`config.mk`:
```
export PLATFORM = sky130hd
export DESIGN_NAME = dfc_debug_freeze_control
export DESIGN_NICKNAME = d
export VERILOG_FILES = /design/src/dfc_pkg.sv /design/src/dfc_power_watch.sv /design/src/dfc_debug_freeze_control.sv
export SDC_FILE = /design/constraint.sdc
export NUM_CORES = 1
export LEC_CHECK = 0
export BUFFER_PORTS_ARGS = -buffer_cell sky130_fd_sc_hd__buf_4
export CAP_MARGIN = 20
export CORE_MARGIN = 2
export CORE_UTILIZATION = 47
export DETAILED_ROUTE_END_ITERATION = 8
export GPL_ROUTABILITY_DRIVEN = 0
export MAX_ROUTING_LAYER = met4
export PLACE_DENSITY = 0.78
export SYNTH_ARGS = -nofsm -noshare
export SYNTH_HDL_FRONTEND = slang
export SYNTH_SLANG_ARGS = --single-unit
```
`constraint.sdc`:
```
create_clock -name clock -period 2.6 [get_ports clock]
set_clock_uncertainty 0.1 [all_clocks]
set_input_delay 0.39 -clock clock [delete_from_list [all_inputs] [get_ports clock]]
set_output_delay 0.39 -clock clock [all_outputs]
set_load 0.05 [all_outputs]
```
`src/dfc_pkg.sv`:
```
// Purpose: constants and types for the debug freeze control block
// Assumes: one 32-bit control word at offset 0x04, plain register port
// Notes:   bit 17 is kept reserved, so there is no timer 7 freeze line
package dfc_pkg;

   localparam logic [31:0] DFC_BASE_ADDR     = 32'hE004_2000;
   localparam logic [7:0]  DFC_CTRL_OFFSET   = 8'h04;
   localparam logic [7:0]  DFC_ID_OFFSET     = 8'h00;
   localparam logic [31:0] DFC_CTRL_RESET    = 32'h0000_0000;
   // arbitrary neutral identity value
   localparam logic [31:0] DFC_ID_VALUE      = 32'h0000_0001;
   // writable bits; reserved 31, 24:22, 17, 7:6, 4:3 read as zero
   localparam logic [31:0] DFC_CTRL_MASK     = 32'h7E3D_FF27;

   // field positions
   localparam int DFC_BIT_SLEEP      = 0;
   localparam int DFC_BIT_DEEPSLEEP  = 1;
   localparam int DFC_BIT_STANDBY    = 2;
   localparam int DFC_BIT_TRACE      = 5;
   localparam int DFC_BIT_FREE_WDG   = 8;
   localparam int DFC_BIT_WIN_WDG    = 9;
   localparam int DFC_BIT_TIMER0     = 10;
   localparam int DFC_BIT_TIMER1     = 11;
   localparam int DFC_BIT_TIMER2     = 12;
   localparam int DFC_BIT_TIMER3     = 13;
   localparam int DFC_BIT_CAN0       = 14;
   localparam int DFC_BIT_SMBUS0     = 15;
   localparam int DFC_BIT_SMBUS1     = 16;
   localparam int DFC_BIT_TIMER4     = 18;
   localparam int DFC_BIT_TIMER5     = 19;
   localparam int DFC_BIT_TIMER6     = 20;
   localparam int DFC_BIT_CAN1       = 21;
   localparam int DFC_BIT_TIMER11    = 25;
   localparam int DFC_BIT_TIMER12    = 26;
   localparam int DFC_BIT_TIMER13    = 27;
   localparam int DFC_BIT_TIMER8     = 28;
   localparam int DFC_BIT_TIMER9     = 29;
   localparam int DFC_BIT_TIMER10    = 30;

   // power modes reported by the power controller
   typedef enum logic [1:0]
   {
      DFC_MODE_RUN       = 2'b00,
      DFC_MODE_SLEEP     = 2'b01,
      DFC_MODE_DEEPSLEEP = 2'b11,
      DFC_MODE_STANDBY   = 2'b10
   } dfc_mode_type;

   // freeze lines to the peripherals
   typedef struct packed
   {
      logic [13:0] timer;        // index = timer number, bit 7 unused
      logic [1:0]  smbus;
      logic [1:0]  can_rx;
      logic        win_wdg;
      logic        free_wdg;
   } dfc_freeze_type;

   // low-power clocking controls
   typedef struct packed
   {
      logic sleep_bus_clock_on;
      logic keep_clock_on_rc;
      logic standby_exit_reset;
      logic trace_pin_allocate;
   } dfc_clock_type;

endpackage : dfc_pkg

```
`src/dfc_power_watch.sv`:
```
// Purpose: tracks power mode and raises the standby-exit reset request
// Assumes: power mode input synchronous to clock
// Notes:   request is a one-cycle pulse, registered
`timescale 1ns/100ps
`default_nettype none
module dfc_power_watch
   import dfc_pkg::*;
(
   input  wire logic         clock,        // system clock
   input  wire logic         por_rst,      // power-on reset, async high
   input  wire dfc_mode_type power_mode,   // present power mode
   input  wire logic         standby_keep, // standby clock keep bit
   output logic              exit_reset    // pulse on standby exit
);

   dfc_mode_type last_mode;
   dfc_mode_type next_last_mode;
   logic         next_exit_reset;

   // leaving standby while the keep bit holds asks for a system reset
   always_comb
   begin
      next_last_mode  = power_mode;
      next_exit_reset = standby_keep && (last_mode == DFC_MODE_STANDBY)
                        && (power_mode != DFC_MODE_STANDBY);
   end

   // registers only
   always_ff @(posedge clock or posedge por_rst)
   begin
      if (por_rst)
      begin
         last_mode  <= DFC_MODE_RUN;
         exit_reset <= 1'b0;
      end
      else
      begin
         last_mode  <= next_last_mode;
         exit_reset <= next_exit_reset;
      end
   end

endmodule : dfc_power_watch
`default_nettype wire

```
`src/dfc_debug_freeze_control.sv`:
```
// Purpose: debug freeze control register and its peripheral freeze outputs
// Assumes: single clock, plain register port, read data one cycle later
// Notes:   sys_rst is the power-on reset; system reset never touches this block
//
// How it works
// - control word clears to zero only at power-on reset, not system reset.
// - halted core plus bits 10/11/12 freeze timers 0/1/2.
// - halted core plus bits 13/18/19 freeze timers 3/4/5.
// - halted core plus bits 20/28/29 freeze timers 6/8/9.
// - halted core plus bits 30/25/26 freeze timers 10/11/12.
// - halted core plus bit 27 freezes timer 13.
// - halted core plus bits 15/16 freeze SMBus timeouts of I2C 0/1.
// - halted core plus bits 14/21 stop CAN 0/1 receive registers.
// - halted core plus bit 9/8 stops window/free watchdog clocks.
// - bit 5 allocates trace pins to the trace function.
// - bit 2 keeps bus and system clocks on RC oscillator in standby.
// - with bit 2 set, leaving standby requests a system reset.
// - bit 1 keeps bus and system clocks on RC oscillator in deep-sleep.
// - bit 0 keeps the processor bus clock on in sleep.
// - every defined bit reads back what software last wrote.
// - block sits at base 0xE0042000, control word at offset 0x04.
`timescale 1ns/100ps
`default_nettype none
module dfc_debug_freeze_control
   import dfc_pkg::*;
(
   input  wire logic         clock,        // 125 MHz system clock
   input  wire logic         sys_rst,      // power-on reset, async high
   input  wire logic [7:0]   reg_addr,     // byte offset within block
   input  wire logic [31:0]  reg_wdata,    // write data
   input  wire logic         reg_write,    // write strobe
   input  wire logic         reg_read,     // read strobe
   output logic [31:0]       reg_rdata,    // read data, cycle after strobe
   input  wire logic         core_halted,  // processor halted by debugger
   input  wire dfc_mode_type power_mode,   // present power mode
   output dfc_freeze_type    freeze,       // peripheral freeze lines
   output dfc_clock_type     clock_keep    // low-power clock controls
);

   logic [31:0]    debug_freeze_control;
   logic [31:0]    next_debug_freeze_control;
   logic [31:0]    next_reg_rdata;
   dfc_freeze_type next_freeze;
   dfc_clock_type  next_clock_keep;
   logic           standby_exit_pulse;

   // one bit of the control word gated by the halt indication
   function automatic logic halt_gate(input logic [31:0] word, input int pos, input logic halted);
      halt_gate = word[pos] & halted;
   endfunction : halt_gate

   // register write; reserved bits are masked so they always read zero
   always_comb
   begin
      next_debug_freeze_control = debug_freeze_control;
      if (reg_write && (reg_addr == DFC_CTRL_OFFSET))
      begin
         next_debug_freeze_control = reg_wdata & DFC_CTRL_MASK;
      end
   end

   // read path; unmapped offsets return zero
   always_comb
   begin
      next_reg_rdata = 32'h0000_0000;
      if (reg_read)
      begin
         case (reg_addr)
            DFC_CTRL_OFFSET: next_reg_rdata = debug_freeze_control;
            DFC_ID_OFFSET:   next_reg_rdata = DFC_ID_VALUE;
            default:         next_reg_rdata = 32'h0000_0000;
         endcase
      end
   end

   // freeze lines follow halt on the next cycle, so peripherals resume one cycle after the core
   always_comb
   begin
      next_freeze           = '0;
      next_freeze.timer[0]  = halt_gate(debug_freeze_control, DFC_BIT_TIMER0, core_halted);
      next_freeze.timer[1]  = halt_gate(debug_freeze_control, DFC_BIT_TIMER1, core_halted);
      next_freeze.timer[2]  = halt_gate(debug_freeze_control, DFC_BIT_TIMER2, core_halted);
      next_freeze.timer[3]  = halt_gate(debug_freeze_control, DFC_BIT_TIMER3, core_halted);
      next_freeze.timer[4]  = halt_gate(debug_freeze_control, DFC_BIT_TIMER4, core_halted);
      next_freeze.timer[5]  = halt_gate(debug_freeze_control, DFC_BIT_TIMER5, core_halted);
      next_freeze.timer[6]  = halt_gate(debug_freeze_control, DFC_BIT_TIMER6, core_halted);
      next_freeze.timer[8]  = halt_gate(debug_freeze_control, DFC_BIT_TIMER8, core_halted);
      next_freeze.timer[9]  = halt_gate(debug_freeze_control, DFC_BIT_TIMER9, core_halted);
      next_freeze.timer[10] = halt_gate(debug_freeze_control, DFC_BIT_TIMER10, core_halted);
      next_freeze.timer[11] = halt_gate(debug_freeze_control, DFC_BIT_TIMER11, core_halted);
      next_freeze.timer[12] = halt_gate(debug_freeze_control, DFC_BIT_TIMER12, core_halted);
      next_freeze.timer[13] = halt_gate(debug_freeze_control, DFC_BIT_TIMER13, core_halted);
      next_freeze.smbus[0]  = halt_gate(debug_freeze_control, DFC_BIT_SMBUS0, core_halted);
      next_freeze.smbus[1]  = halt_gate(debug_freeze_control, DFC_BIT_SMBUS1, core_halted);
      next_freeze.can_rx[0] = halt_gate(debug_freeze_control, DFC_BIT_CAN0, core_halted);
      next_freeze.can_rx[1] = halt_gate(debug_freeze_control, DFC_BIT_CAN1, core_halted);
      next_freeze.win_wdg   = halt_gate(debug_freeze_control, DFC_BIT_WIN_WDG, core_halted);
      next_freeze.free_wdg  = halt_gate(debug_freeze_control, DFC_BIT_FREE_WDG, core_halted);
   end

   // clock keep controls; the rc source is only asked for in the mode that needs it
   always_comb
   begin
      next_clock_keep                    = '0;
      next_clock_keep.trace_pin_allocate = debug_freeze_control[DFC_BIT_TRACE];
      next_clock_keep.sleep_bus_clock_on = debug_freeze_control[DFC_BIT_SLEEP]
                                           && (power_mode == DFC_MODE_SLEEP);
      next_clock_keep.keep_clock_on_rc   = (debug_freeze_control[DFC_BIT_STANDBY]
                                            && (power_mode == DFC_MODE_STANDBY))
                                           || (debug_freeze_control[DFC_BIT_DEEPSLEEP]
                                            && (power_mode == DFC_MODE_DEEPSLEEP));
      next_clock_keep.standby_exit_reset = standby_exit_pulse;
   end

   // standby exit detection
   dfc_power_watch u_power_watch
   (
      .clock        (clock),
      .por_rst      (sys_rst),
      .power_mode   (power_mode),
      .standby_keep (debug_freeze_control[DFC_BIT_STANDBY]),
      .exit_reset   (standby_exit_pulse)
   );

   // only the power-on reset clears state; system reset is not wired here
   always_ff @(posedge clock or posedge sys_rst)
   begin
      if (sys_rst)
      begin
         debug_freeze_control <= DFC_CTRL_RESET;
         reg_rdata            <= 32'h0000_0000;
         freeze               <= '0;
         clock_keep           <= '0;
      end
      else
      begin
         debug_freeze_control <= next_debug_freeze_control;
         reg_rdata            <= next_reg_rdata;
         freeze               <= next_freeze;
         clock_keep           <= next_clock_keep;
      end
   end

endmodule : dfc_debug_freeze_control
`default_nettype wire

```
==> impl_metrics.tcl, run 1 <==
set metrics [dict create \
    n_fill_cell 402 \
    peakVddDrop_v 0.000338 \
    hp-class "in -> async" \
    first_global_vias 1564 \
    syn_area_mm2 0.00253 \
    via_per_inst 4.38 \
    maxCapViolCount 0 \
    r2r_slack_ps 1700 \
    finalWirelength_mm 4.37 \
    antenna_found_initial 0 \
    fmaxAchievable_ghz 0.548 \
    end_kind "register" \
    dieArea_mm2 0.00599 \
    ctsResizeCount 0 \
    syn_inst 168 \
    syn_avg_cell_area_um2 15.1 \
    synth-seq-cells 72 \
    timing.rr.start "debug_freeze_control[20]$_DFFE_PP0P_" \
    die_h_um 77.4 \
    wl_per_cell_um 13.1 \
    cts.reportedPaths.clkPinSlew_ps 70 \
    dr.pass1.iters 3 \
    cts_buffer_depth 2 \
    ant_nets 0 \
    run_status "finished clean" \
    rsz0062_at_grt "false" \
    cts_root_buffer "clkbuf_8" \
    clk_latency_ps 330 \
    grt_max_degree 48 \
    ys_types 18 \
    die_w_um 77.4 \
    numCtsBuffers 9 \
    power_density_mw_per_mm2 664 \
    ctsHtreeMaxLevel 3 \
    drtIter0Drc 63 \
    diodes 0 \
    vias 1467 \
    grt_pass1_wl_mm 7.21 \
    tightest_slew_ps 549 \
    layout.nets 307 \
    fin_crit_ps 1820 \
    slew_violations 0 \
    reg2regPathDepth 1 \
    relSlewSlack_pct 63.3 \
    ys_seq_area_share_pct 71.1 \
    cp.required_ps 2710 \
    holdBufCountCts 0 \
    post-cts-setup-buffers 0 \
    p_leak_nw 1.88 \
    yosys.area.top_type "dfrtp_1" \
    rr_endpoint "debug_freeze_control[20]$_DFFE_PP0P_" \
    tns_ps 0 \
    drive_gt1_share_pct 47.5 \
    fin_ws_ps 776 \
    hold_viol_final 0 \
    crit_fanout 18 \
    start_util_pct 49.3 \
    core_area_mm2 0.00514 \
    setup_viol 0 \
    pre_cts_ws_ps 401 \
    port_buffers 83 \
    period_share_pct 70.1 \
    grt_usage_pct 16.8 \
    start_kind "primary input" \
    cts_tree "done" \
    syn_to_final_growth_pct 35.4 \
    netlist.area_leader.share_pct 71.1 \
    ios 103 \
    yosys_warnings 0 \
    overflow 0 \
    rows 26 \
    cts.sinks 72 \
    ys_top_cells_by_area "dfrtp_1 71%, and2_1 10%, mux2_2 9.8%, buf_4 3.0%, buf_6 0.89%" \
    crit_arrival_ps 1930 \
    crit_type "in -> reg" \
    drc 0 \
]
[Yosys cell counts]
master,number
dfrtp_1,72
and2_1,41
mux2_2,22
buf_4,10
clkbuf_1,3
nand2_1,3
nor3_1,3
buf_6,2
inv_1,2
nor2b_1,2
and3b_1,1
conb_1,1
mux2_1,1
mux2i_1,1
nor3_4,1
o21ai_0,1
or3_1,1
or4_4,1
[worst max-delay path by stage]
stage | from | endpoint | slack (ps)
finish | reg_addr[6] | debug_freeze_control[26]$_DFFE_PP0P_ | 780
global route | reg_addr[6] | debug_freeze_control[26]$_DFFE_PP0P_ | 740
CTS | reg_addr[6] | debug_freeze_control[26]$_DFFE_PP0P_ | 760
detailed placement | reg_addr[6] | debug_freeze_control[26]$_DFFE_PP0P_ | 400
global placement | reg_addr[6] | debug_freeze_control[15]$_DFFE_PP0P_ | 440
floorplan | sys_rst | clock_keep[0]$_DFF_PP0_ | 290
[final cells by class]
cell class | instances | area, um2 | area share (%)
multi-input combinational | 88 | 654 | 19.1
clock buffer | 13 | 149 | 4.34
sequential | 72 | 1800 | 52.5
inverter | 2 | 7.51 | 0.219
clock inverter | 3 | 65.1 | 1.90
timing repair buffer | 87 | 666 | 19.4
tap | 70 | 87.6 | 2.55
[kinds of logic after synthesis]
| family | Yosys count | synth area share [%] |
|---|---|---|
| DFF | 72 | 71.1 |
| and+or+nand+nor | 53 | 13.3 |
| muxes | 24 | 10.6 |
| buffers and inverters | 17 | 4.59 |
| AOI/OAI and AO/OA | 1 | 0.197 |
| other | 1 | 0.148 |
[state kept, by name, summed over array words and instances (netlist names)]
signal                    cells
freeze                       19
reg_rdata                    23
u_power_watch.last_mode       2
debug_freeze_control         23
clock_keep                    4
u_power_watch.exit_reset      1
[where the power goes]
part,total (mW),switching [mW],internal (mW),leakage [nW]
registers,1.16,0.0132,1.15,0.995
clock network,0.935,0.369,0.567,0.108
logic,0.181,0.111,0.0693,0.775
total,2.28,0.493,1.78,1.88
[through the flow]
stage	area, um2	utilization, %	hold WS (ps)	power (mW)	cells
3_5_place_dp	3220	62.6	242	1.37	319
2_1_floorplan	2570	-	231	1.30	177
6_report	3430	66.7	11.4	2.28	335
4_1_cts	3430	66.7	13.4	2.31	335
3_3_place_gp	3220	62.6	234	1.36	319
5_1_grt	3430	66.7	41.7	2.38	335
[cells in the final DEF (no fill, tap or decap), types with 2 or more instances in the layout]
| cell type | synthesis | layout |
|---|---|---|
| and2_1 | 41 | 41 |
| buf_4 | 10 | 86 |
| bufinv_16 | 0 | 2 |
| clkbuf_1 | 3 | 3 |
| clkbuf_8 | 0 | 10 |
| conb_1 | 1 | 10 |
| dfrtp_1 | 72 | 72 |
| mux2_2 | 22 | 22 |
| nand2_1 | 3 | 3 |
| nor2b_1 | 2 | 2 |
| nor3_1 | 3 | 2 |
[per-layer routing]
metal,vias to the layer above,global-route usage [%],routed length [um]
li1,706,-,-
met1,697,18.4,1670
met2,56,27.7,2360
met3,8,4.19,256
met4,0,10.2,80
met5,-,-,0
[worst max-delay path: stages]
cell,delay (ps)
buf_4,110
or4_4,560
nor3_4,200
buf_4,290
mux2_2,380
Note: power is estimated with default switching activity, not from simulation.
==> inputs of run 2 (changes only) <==
==> constraint.sdc (replaced) <==
create_clock -name clock -period 1.9 [get_ports clock]
set_clock_uncertainty 0.1 [all_clocks]
set_input_delay 0.285 -clock clock [delete_from_list [all_inputs] [get_ports clock]]
set_output_delay 0.285 -clock clock [all_outputs]
set_load 0.05 [all_outputs]
==> run 2 against run 1 <==
Against the previous run: final cell count rose by 2.1%; global-route usage grew 0.50 points; routed wire length increased by 4.3%; count of clock-buffer cells in the layout down 1; first-iteration DRC count shrank 22%; non-clock buffer count rose by 7; setup slack worse by 510 ps; sequential power rose by 37%; die area is the same; hold slack improved by 66 ps; clock power rose by 34%.
==> impl_metrics.tcl, run 2 (same netlist as run 1, synthesis figures left out) <==
set metrics [dict create \
    antenna_found_initial 0 \
    core_area_mm2 0.00514 \
    dp_hpwl_mm 3.23 \
    cts_root_buffer "clkbuf_8" \
    period_share_pct 85.8 \
    fin_crit_ps 1630 \
    finalWirelength_mm 4.56 \
    numCtsBuffers 9 \
    grt_max_degree 29 \
    rows 26 \
    cts_tree "done" \
    first_global_vias 1587 \
    wl_per_cell_um 13.3 \
    cts.reportedPaths.clkPinSlew_ps 70 \
    run_status "finished clean" \
    clk_latency_ps 340 \
    fin_ws_ps 269 \
    pwr-share-seq_pct 51.2 \
    n_fill_cell 393 \
    peakVddDrop_v 0.000454 \
    cp.required_ps 2020 \
    pre_cts_ws_ps -104 \
    fmaxAchievable_ghz 0.613 \
    rsz0062_at_grt "false" \
    layout_common_cells "88 x buf_4, 72 x dfrtp_1, 41 x and2_1" \
    end_kind "register" \
    crit_fanout 20 \
    ctsHtreeMaxLevel 3 \
    p_int_mw 2.39 \
    drive_gt1_share_pct 48.9 \
    port_buffers 83 \
    power_density_mw_per_mm2 881 \
    via_per_inst 4.38 \
    start_util_pct 49.3 \
    power.total_mw 3.10 \
    start_kind "primary input" \
    r2r_slack_ps 990 \
    tightest_slew_ps 548 \
    cts.sinks 72 \
    p_sw_share_pct 23.0 \
    layout.nets 314 \
    setup_viol 0 \
    whs_ps 77.4 \
    p_leak_nw 1.91 \
    grt_pass1_wl_mm 7.44 \
    switchingPower_mw 0.713 \
    ant_nets 0 \
    slew_violations 0 \
    die_w_um 77.4 \
    dr.pass1.iters 4 \
    grt_usage_pct 17.3 \
    relSlewSlack_pct 63.4 \
    dpl_cell_area_mm2 0.00328 \
    hp-class "in -> reg" \
    vias 1499 \
    tns_ps 0 \
    overflow 0 \
    diodes 0 \
    top_regs "debug_freeze_control (23), reg_rdata (23), freeze (19)" \
    drtIter0Drc 49 \
    hold_viol_final 0 \
    power_frac_clock_pct 40.4 \
    syn_to_final_growth_pct 39.0 \
    combPwrFrac_pct 8.4 \
    die_h_um 77.4 \
    crit_arrival_ps 1750 \
    maxCapViolCount 0 \
    drc 0 \
    mostFrequentLayoutCell "buf_4" \
    cts_buffer_depth 2 \
    dieArea_mm2 0.00599 \
    ios 103 \
    final_cell_area_mm2 0.00352 \
    crit_type "in -> reg" \
]
==> run 2: cell types whose count changed in the layout (fill, tap and decap cells not counted), sizes merged <==
cell         delta
buf             +4
inv             -1
dlygate4sd3     +3
bufinv          -1
clkinv          +1
clkbuf          -1
clkinvlp        +2
==> run 2: metal layers <==
metal  track usage (%)  routed length [um]  vias up
li1                  -                   -      717
met1              19.6                1780      714
met2              28.3                2460       60
met3              3.84                 226        8
met4              10.2                 101        0
met5                 -                   0        -
==> run 2: power by group through the flow <==
| stage | sequential (mW) | combinational (mW) | clock [mW] |
|---|---|---|---|
| after global routing | 1.59 | 0.279 | 1.35 |
| after floorplan | 1.66 | 0.120 | 0 |
| final | 1.59 | 0.260 | 1.25 |
| after CTS | 1.59 | 0.265 | 1.28 |
| after global placement | 1.62 | 0.254 | 0 |
| after detailed placement | 1.62 | 0.259 | 0 |
==> run 2: area by class of cell <==
class / count / area, um2 / share of cell area [%]
tap: 70 / 87.6 / 2.49
clock inverter: 4 / 51.3 / 1.46
clock buffer: 12 / 165 / 4.69
multi-input combinational: 88 / 654 / 18.6
timing repair buffer: 94 / 751 / 21.3
inverter: 2 / 11.3 / 0.320
sequential: 72 / 1800 / 51.2
==> run 2: worst paths after layout <==
check	depth (start not counted)	start	endpoint
min in group asynchronous	3	sys_rst	debug_freeze_control[21]$_DFFE_PP0P_
min reg2reg	0	u_power_watch.exit_reset$_DFF_PP0_	clock_keep[1]$_DFF_PP0_
max in group asynchronous	4	sys_rst	reg_rdata[0]$_DFF_PP0_
min	2	reg_wdata[1]	debug_freeze_control[1]$_DFFE_PP0P_
max	5	reg_addr[6]	debug_freeze_control[19]$_DFFE_PP0P_
max reg2reg	1	debug_freeze_control[20]$_DFFE_PP0P_	debug_freeze_control[20]$_DFFE_PP0P_
==> run 2: critical path, cell delays in order <==
cell and delay (ps):
buf_4 110, or4_4 550, nor3_4 250, buf_12 200, mux2_2 350
==> run 2: per-stage QoR <==
| step | utilization (%) | instances |
|---|---|---|
| final | 68.5 | 342 |
| after global routing | 68.5 | 342 |
| after CTS | 68.5 | 342 |
| after detailed placement | 63.7 | 323 |
| after global placement | 63.7 | 323 |
| after floorplan | - | 177 |
==> run 2: timing repair <==
action,CTS,global route
gates resized for setup,0,0
hold endpoints to repair,23,0
setup endpoints to repair,0,0
setup buffers,0,0
hold buffers,3,0
==> inputs of run 3 (changes only) <==
--- a/config.mk
+++ b/config.mk
@@ -13,6 +13,7 @@
 export GPL_ROUTABILITY_DRIVEN = 0
 export MAX_ROUTING_LAYER = met4
 export PLACE_DENSITY = 0.78
+export SLEW_MARGIN = 20
 export SYNTH_ARGS = -nofsm -noshare
 export SYNTH_HDL_FRONTEND = slang
 export SYNTH_SLANG_ARGS = --single-unit
==> constraint.sdc (replaced) <==
create_clock -name clock -period 1.9 [get_ports clock]
set_clock_uncertainty 0.1 [all_clocks]
set_input_delay 0.38 -clock clock [delete_from_list [all_inputs] [get_ports clock]]
set_output_delay 0.38 -clock clock [all_outputs]
set_load 0.05 [all_outputs]
==> run 3 against run 2 <==
Against the previous run: non-clock buffer count is 3 lower; count of clock-buffer cells in the layout stayed put; hold slack worse by 29 ps; critical path depth is the same; critical endpoint is now debug_freeze_control[8]$_DFFE_PP0P_; largest cell class unchanged; largest power group unchanged; highest routed layer unchanged.
==> impl_metrics.tcl, run 3 (same netlist as run 1, synthesis figures left out) <==
set metrics [dict create \
    run_status "finished clean" \
    start_util_pct 49.3 \
    ant_nets 0 \
    cts.reportedPaths.clkPinSlew_ps 70 \
    grt_busiest_layer "met2" \
    rsz0062_at_grt "false" \
    crit_arrival_ps 1780 \
    grt_use_met1_pct 18.6 \
    core_area_mm2 0.00514 \
    grtUsageMet2_pct 26.7 \
    start_kind "primary input" \
    grt_max_degree 73 \
    cts_buffer_depth 2 \
    endpoint "debug_freeze_control[8]$_DFFE_PP0P_" \
    timing.rr.start "debug_freeze_control[20]$_DFFE_PP0P_" \
    first_global_vias 1516 \
    diodes 0 \
    reg2regPathDepth 1 \
    holdBufCountCts 0 \
    die_w_um 77.4 \
    cp-startpoint "reg_addr[6]" \
    rows 26 \
    final_cells 338 \
    finalWirelength_mm 4.32 \
    tns_ps 0 \
    dp_hpwl_mm 3.10 \
    cts_root_buffer "clkbuf_8" \
    dr.pass1.iters 4 \
    dpl_cell_area_mm2 0.00325 \
    fin_crit_ps 1670 \
    ctsHtreeMaxLevel 3 \
    whs_ps 48.7 \
    rr_endpoint "debug_freeze_control[20]$_DFFE_PP0P_" \
    grt_pass1_wl_mm 7.07 \
    hp-class "in -> async" \
    cts_tree "done" \
    vias 1504 \
    die_h_um 77.4 \
    peakVddDrop_v 0.000480 \
    dieArea_mm2 0.00599 \
    crit_fanout 9 \
    hold_viol_final 0 \
    fmaxAchievable_ghz 0.599 \
    end_kind "register" \
    drc 0 \
    p_leak_nw 1.87 \
    r2r_slack_ps 1000 \
    antenna_found_initial 0 \
    power_density_mw_per_mm2 838 \
    grtUsageMet3_pct 3.95 \
    maxCapViolCount 0 \
    post-cts-setup-buffers 0 \
    dp.cells 323 \
    slew_violations 0 \
    crit_type "in -> reg" \
    layout_common_cells "90 x buf_4, 72 x dfrtp_1, 41 x and2_1" \
    syn_to_final_growth_pct 35.1 \
    period_share_pct 87.8 \
    drive_gt1_share_pct 48.9 \
    n_fill_cell 418 \
    ios 103 \
    ctsResizeCount 0 \
    setup_viol 0 \
    layout.nets 311 \
    drtIter0Drc 69 \
    overflow 0 \
    final_cell_area_mm2 0.00342 \
    port_buffers 83 \
    wl_per_cell_um 12.8 \
    cp.required_ps 2010 \
    via_per_inst 4.45 \
    mostFrequentLayoutCell "buf_4" \
    clk_latency_ps 320 \
    cts.sinks 72 \
    top_regs "debug_freeze_control (23), reg_rdata (23), freeze (19)" \
    numCtsBuffers 9 \
    grt_usage_pct 16.3 \
]
[run 3: worst min path at each step]
stage                                  startpoint                       to  slack [ps]  depth (start not counted)
6_report                                  sys_rst  reg_rdata[10]$_DFF_PP0_          50                          3
3_5_place_dp   u_power_watch.exit_reset$_DFF_PP0_  clock_keep[1]$_DFF_PP0_         240                          0
2_1_floorplan  u_power_watch.exit_reset$_DFF_PP0_  clock_keep[1]$_DFF_PP0_         230                          0
5_1_grt                                   sys_rst      freeze[5]$_DFF_PP0_          70                          3
4_1_cts                                   sys_rst  reg_rdata[10]$_DFF_PP0_          50                          3
3_3_place_gp   u_power_watch.exit_reset$_DFF_PP0_  clock_keep[1]$_DFF_PP0_         230                          0
[run 3: metal layers]
metal / wire length [um] / part of all wire [%]
met1: 1670 / 39
met2: 2320 / 54
met3: 248 / 5.7
met4: 85 / 2.0
met5: 0 / 0
[run 3: critical path, stage by stage]
cell	delay (ps)
buf_4	110
or4_4	540
nor3_4	170
buf_4	220
mux2_2	350
[run 3: per-stage QoR]
step	power, mW	setup slack, ps	util, %
floorplan	1.78	21.5	-
global placement	1.87	-79.7	63.2
detailed placement	1.87	-123	63.2
CTS	2.91	228	66.6
global route	2.99	198	66.6
finish	2.87	231	66.6
[run 3: layout make-up]
| type | count | area [um2] | share of cell area (%) |
|---|---|---|---|
| flip-flops and latches | 72 | 1800 | 52.6 |
| repair buffers | 91 | 696 | 20.3 |
| multi-input cells | 88 | 654 | 19.1 |
| clock buffers | 12 | 155 | 4.53 |
| well taps | 70 | 87.6 | 2.56 |
| clock inverters | 3 | 17.5 | 0.512 |
| inverters | 2 | 11.3 | 0.329 |
[run 3: power breakdown]
| group | switching [mW] | total, mW | internal [mW] |
|---|---|---|---|
| clock network | 0.496 | 1.03 | 0.534 |
| logic | 0.152 | 0.249 | 0.0969 |
| registers | 0.0181 | 1.59 | 1.57 |
